--- src/logic/cpid_params.svh ---
/*
 Constants of the command pulse input decoder: offsets, fields, resets, timing.
 Assumes a 20 MHz core clock and a 32-bit AXI4-Lite register port.
*/
// Behaviour
// RULE1: Format select 0..2, reset value 1
// RULE2: Format 2: first input forward, second reverse
// RULE3: Format 1: pulses on first, sign on second
// RULE4: Format 0: quadrature, four counts per cycle
// RULE5: Polarity selects active level and sign sense
// RULE6: Count direction bit inverts decoded direction
// RULE7: First-order smoothing 0..100 ms, travel kept
// RULE8: Settling after pulses stop about three tau
// RULE9: Torque limit percent 0..70, reset 70
// RULE10: Torque request clamps current to limit
// RULE11: Limited flag when current reaches limit
// RULE12: Stop-clear option clears on servo-off, alarm
// RULE13: Optional deviation error while torque limiting
// RULE14: Clear input enabled by option 0
// RULE15: Torque request input enabled by option 0
// RULE16: In-position when deviation within width, servo on
// RULE17: Clear on rising edge, drops limited flag
// RULE18: Torque request ignored in homing, forced stop
// RULE19: Host holds request while limited flag set
// RULE20: Deviation adds command, subtracts feedback
// RULE21: Inputs synchronised before edge detection
`ifndef CPID_PARAMS_SVH
`define CPID_PARAMS_SVH
// -----------------------------------------------------------
// Register byte offsets
// -----------------------------------------------------------
`define CPID_ADDR_CTRL   8'h00
`define CPID_ADDR_SMOOTH 8'h04
`define CPID_ADDR_TLIM   8'h08
`define CPID_ADDR_INPW   8'h0C
`define CPID_ADDR_ERRTH  8'h10
`define CPID_ADDR_STATUS 8'h14
`define CPID_ADDR_DEV    8'h18
// -----------------------------------------------------------
// Field values and resets
// -----------------------------------------------------------
`define CPID_FMT_QUAD    2'h0
`define CPID_FMT_SIGN    2'h1
`define CPID_FMT_PAIR    2'h2
`define CPID_FMT_MAX     2'h2
`define CPID_CTRL_RST    8'h11
`define CPID_SMOOTH_MAX  11'h3E8
`define CPID_TLIM_MAX    7'h46
`define CPID_TLIM_RST    7'h46
`define CPID_NO_LIMIT    7'h64
`define CPID_ERR_BIT     2
// -----------------------------------------------------------
// Timing: smoothing time unit is 0.1 ms
// -----------------------------------------------------------
`define CPID_CLK_NS      50
`define CPID_UNIT_NS     100000
`define CPID_UNIT_CYC    (`CPID_UNIT_NS / `CPID_CLK_NS)
`define CPID_SETTLE_MULT 3
`endif

--- src/logic/cpid_pkg.sv ---
/*
 Types of the command pulse input decoder.
 Assumes cpid_params.svh supplies the numeric constants.
*/
package cpid_pkg;
    // Control register layout, high bit first in the word
    typedef struct packed {
        logic       tl_in_dis;    // Torque request input disabled
        logic       clr_in_dis;   // Clear request input disabled
        logic       err_mon;      // Error monitor while limiting
        logic       stop_clear;   // Clear on servo-off or alarm
        logic       count_dir;    // Reverse decoded direction
        logic       polarity;     // Negative logic when set
        logic [1:0] pulse_format; // Decode format
    } cpid_cfg_type;

    // Status word layout
    typedef struct packed {
        logic limit_active;       // Torque limit in force
        logic dev_error;          // Sticky deviation error
        logic torque_limited;     // Limited flag
        logic in_position;        // In-position flag
    } cpid_stat_type;
endpackage : cpid_pkg

--- src/logic/cpid_top.sv ---
/*
 Command pulse input decoder with deviation counter, smoothing filter,
 torque limit request handling and AXI4-Lite registers.
 Assumes pins are asynchronous; servo, alarm, encoder and current come
 from logic on the same clock.
*/
// Design decisions made here: the placing of the registers and register access over AXI4-Lite.
`timescale 1ns/1ps
`include "cpid_params.svh"
module cpid_top #(
    parameter int DEV_W         = 24,   // Deviation counter width
    parameter bit COUNT_DIR_RST = 1'b0  // Per-unit count direction
) (
    input  wire logic        clk_i,
    input  wire logic        rstn_i,
    input  wire logic        forward_pulse_i,     // First pulse pin
    input  wire logic        reverse_sign_i,      // Second pulse pin
    input  wire logic        torque_limit_request_i,
    input  wire logic        deviation_clear_request_i,
    input  wire logic        servo_on_i,
    input  wire logic        alarm_i,
    input  wire logic        home_return_i,
    input  wire logic        forced_stop_i,
    input  wire logic        enc_step_i,          // Feedback count
    input  wire logic        enc_fwd_i,           // Feedback direction
    input  wire logic [6:0]  torque_current_i,    // Percent of rated
    output logic             cmd_step_o,          // Smoothed command
    output logic             cmd_fwd_o,
    output logic             limit_en_o,
    output logic [6:0]       current_limit_o,
    output logic             torque_limited_flag_o,
    output logic             in_position_flag_o,
    output logic             dev_error_o,
    input  wire logic [7:0]  s_axi_awaddr,
    input  wire logic        s_axi_awvalid,
    output logic             s_axi_awready,
    input  wire logic [31:0] s_axi_wdata,
    input  wire logic [3:0]  s_axi_wstrb,
    input  wire logic        s_axi_wvalid,
    output logic             s_axi_wready,
    output logic [1:0]       s_axi_bresp,
    output logic             s_axi_bvalid,
    input  wire logic        s_axi_bready,
    input  wire logic [7:0]  s_axi_araddr,
    input  wire logic        s_axi_arvalid,
    output logic             s_axi_arready,
    output logic [31:0]      s_axi_rdata,
    output logic [1:0]       s_axi_rresp,
    output logic             s_axi_rvalid,
    input  wire logic        s_axi_rready
);
    initial begin
        if (DEV_W < 8 || DEV_W > 31) $error("DEV_W out of range");
    end

    localparam logic [31:0] UNIT_CYC = 32'(`CPID_UNIT_CYC);

    // -----------------------------------------------------------
    // Pin synchronisers
    // -----------------------------------------------------------
    logic [3:0] pin_w;   // clr, tl, second, first
    logic [3:0] lvl_w;   // Settled levels
    logic [3:0] nlv_w;   // Next settled levels
    assign pin_w = {deviation_clear_request_i, torque_limit_request_i,
                    reverse_sign_i, forward_pulse_i};

    // Three flops; a change counts when the last two agree
    genvar g;
    for (g = 0; g < 4; g++) begin : g_sync
        logic [2:0] sh_reg, sh_next;
        logic       lv_reg, lv_next;
        always_comb begin
            sh_next = {sh_reg[1:0], pin_w[g]};
            lv_next = (sh_reg[1] == sh_reg[2]) ? sh_reg[1] : lv_reg;  // see RULE21
        end
        always_ff @(posedge clk_i or negedge rstn_i) begin
            if (!rstn_i) begin
                sh_reg <= 3'h0;
                lv_reg <= 1'b0;
            end else begin
                sh_reg <= sh_next;
                lv_reg <= lv_next;
            end
        end
        assign lvl_w[g] = lv_reg;
        assign nlv_w[g] = lv_next;
    end

    // -----------------------------------------------------------
    // Register file state
    // -----------------------------------------------------------
    cpid_pkg::cpid_cfg_type cfg_reg, cfg_next;
    logic [10:0]      smooth_reg, smooth_next;  // Units of 0.1 ms
    logic [6:0]       tlim_reg, tlim_next;
    logic [DEV_W-1:0] inpw_reg, inpw_next;
    logic [DEV_W-1:0] errth_reg, errth_next;
    logic             err_w1c;                  // Error clear strobe
    logic             clear_now;

    // -----------------------------------------------------------
    // Pulse decode
    // -----------------------------------------------------------
    logic a_n, a_c, b_n, b_c, ch_a, ch_b, a_rise, b_rise;
    logic dec_step, dec_up, raw_up;
    always_comb begin
        a_n    = nlv_w[0] ^ cfg_reg.polarity;   // see RULE5
        a_c    = lvl_w[0] ^ cfg_reg.polarity;
        b_n    = nlv_w[1] ^ cfg_reg.polarity;
        b_c    = lvl_w[1] ^ cfg_reg.polarity;
        ch_a   = a_n ^ a_c;
        ch_b   = b_n ^ b_c;
        a_rise = a_n & ~a_c;
        b_rise = b_n & ~b_c;
        dec_step = 1'b0;
        raw_up   = 1'b0;
        case (cfg_reg.pulse_format)
            `CPID_FMT_PAIR: begin
                // Simultaneous edges cancel, so nothing moves
                dec_step = a_rise ^ b_rise;     // see RULE2
                raw_up   = a_rise;
            end
            `CPID_FMT_SIGN: begin
                dec_step = a_rise;              // see RULE3
                raw_up   = b_n;
            end
            `CPID_FMT_QUAD: begin
                // Both phases moving at once is illegal and is dropped
                dec_step = ch_a ^ ch_b;         // see RULE4
                raw_up   = ch_a ? (a_n ^ b_c) : ~(a_c ^ b_n);
            end
            default: begin
                dec_step = 1'b0;
            end
        endcase
        dec_up = raw_up ^ cfg_reg.count_dir;    // see RULE6
    end

    // -----------------------------------------------------------
    // First-order smoothing
    // -----------------------------------------------------------
    // Release rate is pending/tau steps per cycle: an exponential decay
    // that keeps every pulse, settling in roughly three tau.
    logic signed [DEV_W-1:0] pend_reg, pend_next, pend_sum;
    logic [31:0] racc_reg, racc_next, racc_sum, tau_cyc, mag;
    logic        rel, cstep_next, cfwd_next;
    always_comb begin
        tau_cyc  = 32'(smooth_reg) * UNIT_CYC;
        pend_sum = pend_reg + (dec_step ? (dec_up ? DEV_W'(1) : -DEV_W'(1))
                                        : DEV_W'(0));
        mag      = 32'(pend_sum[DEV_W-1] ? -pend_sum : pend_sum);
        racc_sum = racc_reg + mag;
        rel       = 1'b0;
        racc_next = 32'h0;
        if (tau_cyc == 32'h0) begin
            rel = (mag != 32'h0);               // see RULE7
        end else if (mag != 32'h0) begin
            rel       = (racc_sum >= tau_cyc);  // see RULE8
            racc_next = rel ? racc_sum - tau_cyc : racc_sum;
        end
        cstep_next = rel;
        cfwd_next  = ~pend_sum[DEV_W-1];
        pend_next  = pend_sum;
        if (rel) begin
            pend_next = cfwd_next ? pend_sum - DEV_W'(1) : pend_sum + DEV_W'(1);
        end
        if (clear_now) begin
            pend_next  = '0;
            racc_next  = 32'h0;
            cstep_next = 1'b0;
        end
    end

    // -----------------------------------------------------------
    // Deviation counter and flags
    // -----------------------------------------------------------
    logic signed [DEV_W-1:0] dev_reg, dev_next;
    logic [DEV_W-1:0] absdev;
    logic tl_active, clr_rise;
    logic tlf_next, inp_next, err_reg, err_next, len_next;
    logic [6:0] clim_next;
    always_comb begin
        clr_rise  = nlv_w[3] & ~lvl_w[3];       // see RULE17
        clear_now = (clr_rise & ~cfg_reg.clr_in_dis)            // see RULE14
                  | (cfg_reg.stop_clear & (~servo_on_i | alarm_i)); // see RULE12
        tl_active = lvl_w[2] & ~cfg_reg.tl_in_dis               // see RULE15
                  & ~home_return_i & ~forced_stop_i & servo_on_i; // see RULE18
        dev_next = dev_reg;
        if (cmd_step_o) begin
            dev_next = cmd_fwd_o ? dev_next + DEV_W'(1) : dev_next - DEV_W'(1);
        end
        if (enc_step_i) begin
            dev_next = enc_fwd_i ? dev_next - DEV_W'(1) : dev_next + DEV_W'(1); // see RULE20
        end
        if (clear_now) begin
            dev_next = '0;
        end
        absdev    = dev_reg[DEV_W-1] ? -dev_reg : dev_reg;
        len_next  = tl_active;
        clim_next = tl_active ? tlim_reg : `CPID_NO_LIMIT;      // see RULE10
        // A clear drops it for every cycle that clear_now is high
        tlf_next  = tl_active & (torque_current_i >= tlim_reg)  // see RULE11
                  & ~clear_now;                                 // see RULE17
        inp_next  = servo_on_i & (absdev <= inpw_reg);          // see RULE16
        // Setting wins over a clear in the same cycle
        err_next  = (err_reg & ~err_w1c)
                  | (cfg_reg.err_mon & tl_active & (absdev > errth_reg)); // see RULE13
    end

    always_ff @(posedge clk_i or negedge rstn_i) begin
        if (!rstn_i) begin
            pend_reg              <= '0;
            racc_reg              <= 32'h0;
            cmd_step_o            <= 1'b0;
            cmd_fwd_o             <= 1'b0;
            dev_reg               <= '0;
            limit_en_o            <= 1'b0;
            current_limit_o       <= `CPID_NO_LIMIT;
            torque_limited_flag_o <= 1'b0;
            in_position_flag_o    <= 1'b0;
            err_reg               <= 1'b0;
        end else begin
            pend_reg              <= pend_next;
            racc_reg              <= racc_next;
            cmd_step_o            <= cstep_next;
            cmd_fwd_o             <= cfwd_next;
            dev_reg               <= dev_next;
            limit_en_o            <= len_next;
            current_limit_o       <= clim_next;
            torque_limited_flag_o <= tlf_next;
            in_position_flag_o    <= inp_next;
            err_reg               <= err_next;
        end
    end
    assign dev_error_o = err_reg;

    // -----------------------------------------------------------
    // AXI4-Lite slave
    // -----------------------------------------------------------
    logic        awh_reg, awh_next, wh_reg, wh_next, bv_next, rv_next;
    logic [7:0]  awa_reg, awa_next;
    logic [31:0] wd_reg, wd_next, wm, rd_next;
    logic [3:0]  ws_reg, ws_next;
    logic [1:0]  br_next, rr_next;
    cpid_pkg::cpid_stat_type stat;

    // Byte-lane merge of write data over an old value
    function automatic logic [31:0] merge(input logic [31:0] old_v);
        logic [31:0] r;
        r = old_v;
        for (int i = 0; i < 4; i++) begin
            if (ws_reg[i]) r[i*8 +: 8] = wd_reg[i*8 +: 8];
        end
        return r;
    endfunction : merge

    assign s_axi_awready = ~awh_reg & ~s_axi_bvalid;
    assign s_axi_wready  = ~wh_reg & ~s_axi_bvalid;
    assign s_axi_arready = ~s_axi_rvalid;
    assign stat = '{limit_active: limit_en_o, dev_error: err_reg,
                    torque_limited: torque_limited_flag_o,
                    in_position: in_position_flag_o};

    always_comb begin
        awh_next = awh_reg | s_axi_awvalid & s_axi_awready;
        awa_next = (s_axi_awvalid & s_axi_awready) ? s_axi_awaddr : awa_reg;
        wh_next  = wh_reg | s_axi_wvalid & s_axi_wready;
        wd_next  = (s_axi_wvalid & s_axi_wready) ? s_axi_wdata : wd_reg;
        ws_next  = (s_axi_wvalid & s_axi_wready) ? s_axi_wstrb : ws_reg;
        bv_next  = s_axi_bvalid & ~s_axi_bready;
        br_next  = s_axi_bresp;
        cfg_next = cfg_reg;
        smooth_next = smooth_reg;
        tlim_next   = tlim_reg;
        inpw_next   = inpw_reg;
        errth_next  = errth_reg;
        err_w1c     = 1'b0;
        wm          = 32'h0;
        // Write once address and data are both held
        if (awh_reg && wh_reg) begin
            awh_next = 1'b0;
            wh_next  = 1'b0;
            bv_next  = 1'b1;
            br_next  = 2'h0;
            case (awa_reg)
                `CPID_ADDR_CTRL: begin
                    wm = merge(32'(cfg_reg));
                    // Illegal format leaves the control word unchanged
                    if (wm[1:0] <= `CPID_FMT_MAX) cfg_next = wm[7:0]; // see RULE1
                end
                `CPID_ADDR_SMOOTH: begin
                    wm = merge(32'(smooth_reg));
                    if (wm <= 32'(`CPID_SMOOTH_MAX)) smooth_next = wm[10:0];
                end
                `CPID_ADDR_TLIM: begin
                    wm = merge(32'(tlim_reg));
                    if (wm <= 32'(`CPID_TLIM_MAX)) tlim_next = wm[6:0]; // see RULE9
                end
                `CPID_ADDR_INPW: begin
                    wm = merge(32'(inpw_reg));
                    inpw_next = wm[DEV_W-1:0];
                end
                `CPID_ADDR_ERRTH: begin
                    wm = merge(32'(errth_reg));
                    errth_next = wm[DEV_W-1:0];
                end
                `CPID_ADDR_STATUS: begin
                    err_w1c = ws_reg[0] & wd_reg[`CPID_ERR_BIT];
                end
                default: begin
                    br_next = 2'h2;               // Unmapped: SLVERR
                end
            endcase
        end
        rv_next = s_axi_rvalid & ~s_axi_rready;
        rd_next = s_axi_rdata;
        rr_next = s_axi_rresp;
        if (s_axi_arvalid && s_axi_arready) begin
            rv_next = 1'b1;
            rr_next = 2'h0;
            case (s_axi_araddr)
                `CPID_ADDR_CTRL:   rd_next = 32'(cfg_reg);
                `CPID_ADDR_SMOOTH: rd_next = 32'(smooth_reg);
                `CPID_ADDR_TLIM:   rd_next = 32'(tlim_reg);
                `CPID_ADDR_INPW:   rd_next = 32'(inpw_reg);
                `CPID_ADDR_ERRTH:  rd_next = 32'(errth_reg);
                `CPID_ADDR_STATUS: rd_next = 32'(stat);
                `CPID_ADDR_DEV:    rd_next = 32'(dev_reg);  // Sign-extended
                default: begin
                    rd_next = 32'h0;
                    rr_next = 2'h2;
                end
            endcase
        end
    end

    always_ff @(posedge clk_i or negedge rstn_i) begin
        if (!rstn_i) begin
            awh_reg <= 1'b0;
            awa_reg <= 8'h00;
            wh_reg  <= 1'b0;
            wd_reg  <= 32'h0;
            ws_reg  <= 4'h0;
            s_axi_bvalid <= 1'b0;
            s_axi_bresp  <= 2'h0;
            s_axi_rvalid <= 1'b0;
            s_axi_rdata  <= 32'h0;
            s_axi_rresp  <= 2'h0;
            cfg_reg    <= `CPID_CTRL_RST | {4'h0, COUNT_DIR_RST, 3'h0};
            smooth_reg <= 11'h000;
            tlim_reg   <= `CPID_TLIM_RST;
            inpw_reg   <= '0;
            errth_reg  <= '1;
        end else begin
            awh_reg <= awh_next;
            awa_reg <= awa_next;
            wh_reg  <= wh_next;
            wd_reg  <= wd_next;
            ws_reg  <= ws_next;
            s_axi_bvalid <= bv_next;
            s_axi_bresp  <= br_next;
            s_axi_rvalid <= rv_next;
            s_axi_rdata  <= rd_next;
            s_axi_rresp  <= rr_next;
            cfg_reg    <= cfg_next;
            smooth_reg <= smooth_next;
            tlim_reg   <= tlim_next;
            inpw_reg   <= inpw_next;
            errth_reg  <= errth_next;
        end
    end

    // -----------------------------------------------------------
    // Assertions
    // -----------------------------------------------------------
    property p_fmt_legal; // see RULE1
        @(posedge clk_i) disable iff (!rstn_i) cfg_reg.pulse_format <= `CPID_FMT_MAX;
    endproperty
    a_fmt_legal: assert property (p_fmt_legal) else $error("bad format");
    property p_pair; // see RULE2
        @(posedge clk_i) disable iff (!rstn_i)
        (cfg_reg.pulse_format == `CPID_FMT_PAIR && a_rise && !b_rise)
            |-> dec_step && (dec_up == ~cfg_reg.count_dir);
    endproperty
    a_pair: assert property (p_pair) else $error("pair decode wrong");
    property p_sign; // see RULE3
        @(posedge clk_i) disable iff (!rstn_i)
        (cfg_reg.pulse_format == `CPID_FMT_SIGN && a_rise)
            |-> dec_step && (dec_up == (b_n ^ cfg_reg.count_dir));
    endproperty
    a_sign: assert property (p_sign) else $error("sign decode wrong");
    property p_quad; // see RULE4
        @(posedge clk_i) disable iff (!rstn_i)
        (cfg_reg.pulse_format == `CPID_FMT_QUAD && (ch_a ^ ch_b)) |-> dec_step;
    endproperty
    a_quad: assert property (p_quad) else $error("quad edge lost");
    property p_nofilt; // see RULE7
        @(posedge clk_i) disable iff (!rstn_i)
        (smooth_reg == 11'h000 && dec_step && pend_reg == '0 && !clear_now)
            |=> cmd_step_o && (cmd_fwd_o == $past(dec_up));
    endproperty
    a_nofilt: assert property (p_nofilt) else $error("unfiltered step lost");
    property p_tlim; // see RULE9
        @(posedge clk_i) disable iff (!rstn_i) tlim_reg <= `CPID_TLIM_MAX;
    endproperty
    a_tlim: assert property (p_tlim) else $error("limit out of range");
    property p_tl_dis; // see RULE15
        @(posedge clk_i) disable iff (!rstn_i)
        (cfg_reg.tl_in_dis || home_return_i) |=> !limit_en_o ##0
            current_limit_o == `CPID_NO_LIMIT;
    endproperty
    a_tl_dis: assert property (p_tl_dis) else $error("limit not ignored");
    property p_inp_off; // see RULE16
        @(posedge clk_i) disable iff (!rstn_i) !servo_on_i |=> !in_position_flag_o;
    endproperty
    a_inp_off: assert property (p_inp_off) else $error("in-position while off");
    property p_clear; // see RULE17
        @(posedge clk_i) disable iff (!rstn_i)
        clear_now |=> !torque_limited_flag_o && dev_reg == '0 && pend_reg == '0;
    endproperty
    a_clear: assert property (p_clear) else $error("clear incomplete");
    property p_mon_off; // see RULE13
        @(posedge clk_i) disable iff (!rstn_i)
        (!cfg_reg.err_mon && !err_reg) |=> !err_reg;
    endproperty
    a_mon_off: assert property (p_mon_off) else $error("error without monitor");
endmodule : cpid_top

--- config.mk ---
export PLATFORM = sky130hd
export DESIGN_NAME = cpid_top
export DESIGN_NICKNAME = d
export VERILOG_FILES = /design/src/logic/cpid_pkg.sv /design/src/logic/cpid_top.sv
export VERILOG_INCLUDE_DIRS = /design/src /design/src/logic
export SDC_FILE = /design/constraint.sdc
export NUM_CORES = 1
export LEC_CHECK = 0
export BUFFER_PORTS_ARGS = -buffer_cell sky130_fd_sc_hd__buf_2
export CORE_MARGIN = 2
export CORE_UTILIZATION = 63
export DETAILED_ROUTE_END_ITERATION = 16
export GPL_TIMING_DRIVEN = 0
export PLACE_DENSITY = 0.82
export SLEW_MARGIN = 15
export SYNTH_ARGS = -nofsm -noshare
export SYNTH_HDL_FRONTEND = slang
export SYNTH_SLANG_ARGS = --single-unit
--- constraint.sdc ---
create_clock -name clk_i -period 14.2 [get_ports clk_i]
set_input_delay 1.42 -clock clk_i [delete_from_list [all_inputs] [get_ports clk_i]]
set_output_delay 1.42 -clock clk_i [all_outputs]
set_load 0.005 [all_outputs]
---- Word level (Yosys, flattened, before mapping) ----
Cells that the tools add are included.
storage, ports and cells
  bits in registers ....................... 267
  output and inout port bits .............. 54
  logic and storage cells ................. 215
cells by class
  add/sub/neg operators ................... 11
  $mul .................................... 1
  magnitude comparators ................... 7
  equality and inequality tests ........... 18
  mux-type cells .......................... 60
  bitwise gates (word level) .............. 56
  reductions and logical operators ........ 19
operators with widths
  kind                                                                      number
  24-bit two-way mux                                                        11
  32-bit case mux with 7 select lines                                       1
  8-bit two-way mux                                                         25
  32-bit two-way mux                                                        5
  24-bit by 2-bit adder with 24-bit output (second input constant)          3
  24-bit by 2-bit subtractor with 24-bit output (second input constant)     3
  8-bit by 5-bit == test with 1-bit output (second input constant)          5
  32-bit adder                                                              1
  8-bit by 4-bit == test with 1-bit output (second input constant)          4
  32-bit by 22-bit greater-or-equal comparator with 1-bit output            1
  32-bit by 10-bit <= comparator with 1-bit output (second input constant)  1
  32-bit by 7-bit <= comparator with 1-bit output (second input constant)   1
  24-bit negator with 32-bit output                                         1
  32-bit nonzero test                                                       1
  32-bit by 22-bit subtractor with 32-bit output                            1
  3-bit AND reduction                                                       9
  24-bit adder                                                              1
  24-bit > comparator                                                       1
  24-bit <= comparator                                                      1
  24-bit negator                                                            1
  1-bit bitwise AND                                                         22
  22-bit zero test                                                          1
  11-bit by 7-bit multiplier with 18-bit output (second input constant)     1
  1-bit inverter                                                            18
  other kinds (19)                                                          53

---- Logic depth before layout (Yosys ltp) ----
  depth after elaboration ................. 19
  gate-level depth with buffers ........... 44

---- Least setup slack after synthesis ----
OpenSTA, ideal clock, no wires.
  path kind ............................... flip-flop to flip-flop
  start point ............................. register g_sync[1].lv_reg
  end point ............................... register racc_reg[4]
  library setup time ...................... 0.086 ns
  data arrival time ....................... 9.908 ns
  required time ........................... 14.114 ns
  path slack .............................. 4.205 ns
  cell stages (with the launch flop) ...... 44
  cells stage by stage .................... dfrtp_1 > maj3_2 > xor2_1 > ha_1 > xor2_1 > mux2i_1 > o22a_1 > inv_1 > ha_1 > nand3_1 > or2_1 > buf_2 > nor3_1 > a2bb2oi_1 > mux2i_1 > xnor2_1 > inv_1 > clkbuf_1 > [... 8 more ...] > a21o_1 > a21o_1 > a21oi_1 > xnor2_1 > ha_1 > a21oi_1 > nor2b_1 > o21ai_0 > nand2_1 > a21oi_1 > o221ai_1 > o21a_1 > o21a_1 > or4_1 > nor3_1 > clkbuf_1 > mux2_2 > nor3_1
between the ends
  cells in the longest elaborated chain, start to end .. 18
ends and longest elaborated chain
  element                                                                                                                                  line                              text
  start, declared                                                                                                                          cpid_top.sv:71                    logic lv_reg, lv_next;
  start signal, assigned                                                                                                                   cpid_top.sv:82                    lv_reg <= lv_next;
  1-bit two-way mux (*)                                                                                                                    cpid_top.sv:74                    lv_next = (sh_reg[1] == sh_reg[2]) ? sh_reg[1] : lv_reg;
  net g_sync[1].lv_next                                                                                                                    cpid_top.sv:71
  1-bit XOR (*)                                                                                                                            cpid_top.sv:108                   b_n = nlv_w[1] ^ cfg_reg.polarity;
  1-bit XOR                                                                                                                                cpid_top.sv:129                   raw_up = ch_a ? (a_n ^ b_c) : ~(a_c ^ b_n);
  1-bit inverter                                                                                                                           cpid_top.sv:129
  1-bit two-way mux                                                                                                                        cpid_top.sv:129
  1-bit case mux with 3 select lines                                                                                                       cpid_top.sv:116                   case (cfg_reg.pulse_format)
  1-bit XOR                                                                                                                                cpid_top.sv:135                   dec_up = raw_up ^ cfg_reg.count_dir;
  [... 4 more ...]                                                                                                                         n/a
  32-bit two-way mux (*)                                                                                                                   cpid_top.sv:150                   mag = 32'(pend_sum[DEV_W-1] ? -pend_sum : pend_sum);
  32-bit adder                                                                                                                             cpid_top.sv:151                   racc_sum = racc_reg + mag;
  32-bit by 22-bit subtractor with 32-bit output / 32-bit by 22-bit greater-or-equal comparator with 1-bit output (equally long branches)  cpid_top.sv:158, cpid_top.sv:157
  32-bit two-way mux                                                                                                                       cpid_top.sv:158                   racc_next = rel ? racc_sum - tau_cyc : racc_sum;
  32-bit two-way mux (*)                                                                                                                   cpid_top.sv:156                   end else if (mag != 32'h0) begin
  32-bit two-way mux (*)                                                                                                                   cpid_top.sv:154                   if (tau_cyc == 32'h0) begin
  32-bit two-way mux (*)                                                                                                                   cpid_top.sv:166                   if (clear_now) begin
  net racc_next[4]                                                                                                                         cpid_top.sv:144                   logic [31:0] racc_reg, racc_next, racc_sum, tau_cyc, mag;
  end signal, assigned                                                                                                                     cpid_top.sv:223                   racc_reg <= racc_next;
  end, declared                                                                                                                            cpid_top.sv:144
Mark *: on every way through the listed nets, which the timed path passes. The rest lies on a longest branch.
A chain may end at the register's enable or synchronous reset.

---- Worst setup path after layout ----
  start point ............................. register g_sync[1].lv_reg
  end point ............................... register racc_reg[5]
Same word-level chain as after synthesis.

==> impl_metrics.json <==
{
  "ios": 130,
  "netlist.area_leader.share": 0.253,
  "crit_top_cell": "ha_1",
  "arrival_ns": 12.70,
  "tritoncts": "built",
  "fin_crit_sh": 0.863,
  "fin_util": 0.711,
  "r2r-start": "g_sync[1].lv_reg",
  "drv_cap": 0,
  "yosysMostFrequentCell": "dfrtp_1",
  "grt_overflow": 0,
  "die_area_mm2": 0.0370,
  "reg2regPathDepth": 43,
  "start_util": 0.643,
  "cts.sinks": 258,
  "syn_inst": 2461,
  "rows": 68,
  "wl_per_cell_um": 21.2,
  "grt_setup_unrepaired": "no",
  "ctsRootBufferMaster": "clkbuf_16",
  "status": "finished clean",
  "post_cts_resized": 0,
  "fin_tns_setup_ns": 0,
  "ctsHtreeMaxLevel": 1,
  "via_per_inst": 6.43,
  "grt_max_degree": 103,
  "synth-edff-count": 0,
  "finalSetupViolations": 0,
  "cts_setup_buffers": 0,
  "nets": 2964,
  "timing.final.max_slew_violations": 0,
  "grt_pass1_vias": 19619,
  "area_delta_synth_final_pct": 10.5,
  "postRouteAntennaNets": 0,
  "die_h_um": 192,
  "drc": 0,
  "period_needed_ns": 12.26,
  "netlist-cell-type-count": 102,
  "synth_async_sr_flop_share": 1.00,
  "postSynthAreaPerCell_um2": 9.08,
  "cp_slowest_cell": "o41ai_1",
  "firstDrtPassIters": 8,
  "reg2reg_slack_ns": 1.94,
  "dieWidth_um": 192,
  "crit_start": "g_sync[1].lv_reg",
  "num_vias": 19969,
  "reg2reg_to": "racc_reg[5]",
  "portBuffers": 126,
  "cp_data_required_time_ns": 14.64,
  "yosys-top-cells-area": "dfrtp_1 (25%), ha_1 (12%), mux2_2 (6.2%)",
  "fmax_mhz": 81.6,
  "antenna_found_initial": 1,
  "synthesis.area_mm2": 0.0223,
  "cp_max_fo": 33,
  "slew_headroom": 0.294,
  "crit_type": "flip-flop to flip-flop",
  "hold_viol": 0,
  "hpwl_um": 50500,
  "cp-endpoint": "racc_reg[5]",
  "ys_seq_area_frac": 0.291,
  "hold_class": "flip-flop to flip-flop",
  "gp_congestion": 0.994,
  "worstSkewPairLatency_ns": 0.59,
  "grt.total_usage": 0.357,
  "wl_um": 66000,
  "slowest_delay_ns": 0.72,
  "synth_seq_cells": 258,
  "yosys_warnings": 0,
  "drive_gt1_frac": 0.156,
  "numCtsBuffers": 30,
  "first_iter_violations": 1538,
  "max_slew.worst_pin.slew_ns": 1.06,
  "start_kind": "flip-flop",
  "yosys_most_used_dff": "dfrtp_1",
  "cts_buffer_depth": 3,
  "grt_pass1_wl_um": 104000,
  "cp-end-kind": "flip-flop",
  "synth_common_cells": "dfrtp_1 (226), ha_1 (222), nand2_1 (209)",
  "yosysTopAreaCell": "dfrtp_1",
  "fp.coreArea_mm2": 0.0347,
  "ctsHoldBuffers": 0,
  "skew_ns": 0.0129,
  "clkTransAtPathRegs_ns": 0.06
}
routing by layer:
metal / global-route usage / wire (um) / vias up
li1: - / - / 9247
met1: 0.458 / 26600 / 9635
met2: 0.579 / 30700 / 869
met3: 0.0518 / 4860 / 218
met4: 0.201 / 3880 / 0
met5: 0 / 0 / -
critical path, delay by kind of cell (launching register included):
kind	cells	cell delay (ns)
compound gates	15	3.92
xor+xnor	5	1.50
fa+ha+maj	5	1.53
buf+inv	6	1.73
flops	1	0.42
mux	2	0.33
simple gates	10	2.64
cell families after synthesis:
family                     share of synthesized area
AOI/OAI and AO/OA                              0.162
other                                       0.000168
xor gates and xnor gates                      0.0729
muxes                                         0.0933
adders and majority gates                      0.161
DFF                                            0.291
buffers and inverters                         0.0444
and+or+nand+nor                                0.175
placed cells by master, fill, tap and decap left out, drive strengths merged, types with 17 or more instances in the layout:
master / Yosys / routed
dfrtp: 226 / 226
ha: 222 / 222
nand2: 210 / 210
nor2: 159 / 159
buf: 30 / 159
inv: 149 / 150
o21ai: 134 / 134
mux2: 126 / 126
xnor2: 119 / 119
a21oi: 118 / 118
clkbuf: 66 / 106
nor3: 78 / 78
xor2: 67 / 67
mux2i: 57 / 57
nand3: 56 / 56
a21o: 44 / 44
fa: 39 / 39
nor2b: 38 / 38
nand2b: 37 / 37
a211oi: 35 / 35
nand4: 34 / 34
or3: 33 / 33
dfstp: 32 / 32
nor4: 25 / 25
o31ai: 23 / 23
or4: 22 / 22
a31oi: 22 / 22
and2: 20 / 20
or2: 20 / 20
o211ai: 17 / 17
metrics by stage:
stage	hold WS, ns	cells	instance area [um^2]	worst slack, ns
final	0.354	3106	24700	1.94
after global routing	0.372	3105	24700	1.29
after CTS	0.353	3105	24700	2.18
after detailed placement	0.339	3050	23600	2.28
after global placement	0.338	3047	23600	1.92
after floorplan	0.331	2466	22400	4.21
cell type report:
class,instances,area (um^2)
diodes,1,2.50
flip-flops and latches,258,6500
clock inverters,15,200
fillers,2665,10000
plain buffers,96,429
inverters,150,563
multi-input cells,1962,14900
well taps,455,569
clock buffers,40,840
repair buffers,129,703
worst min path at each step:
| stage | startpoint | endpoint | cells after the start |
|---|---|---|---|
| 2_1_floorplan | g_sync[0].sh_reg[0] | g_sync[0].sh_reg[1] | 0 |
| 3_3_place_gp | g_sync[0].sh_reg[0] | g_sync[0].sh_reg[1] | 0 |
| 3_5_place_dp | g_sync[0].sh_reg[0] | g_sync[0].sh_reg[1] | 0 |
| 4_1_cts | g_sync[0].sh_reg[0] | g_sync[0].sh_reg[1] | 0 |
| 5_1_grt | g_sync[0].sh_reg[0] | g_sync[0].sh_reg[1] | 0 |
| 6_report | g_sync[0].sh_reg[0] | g_sync[0].sh_reg[1] | 0 |
Power is not shown: default switching activity piles up to over one toggle a cycle in this logic, so the estimate is an artifact.
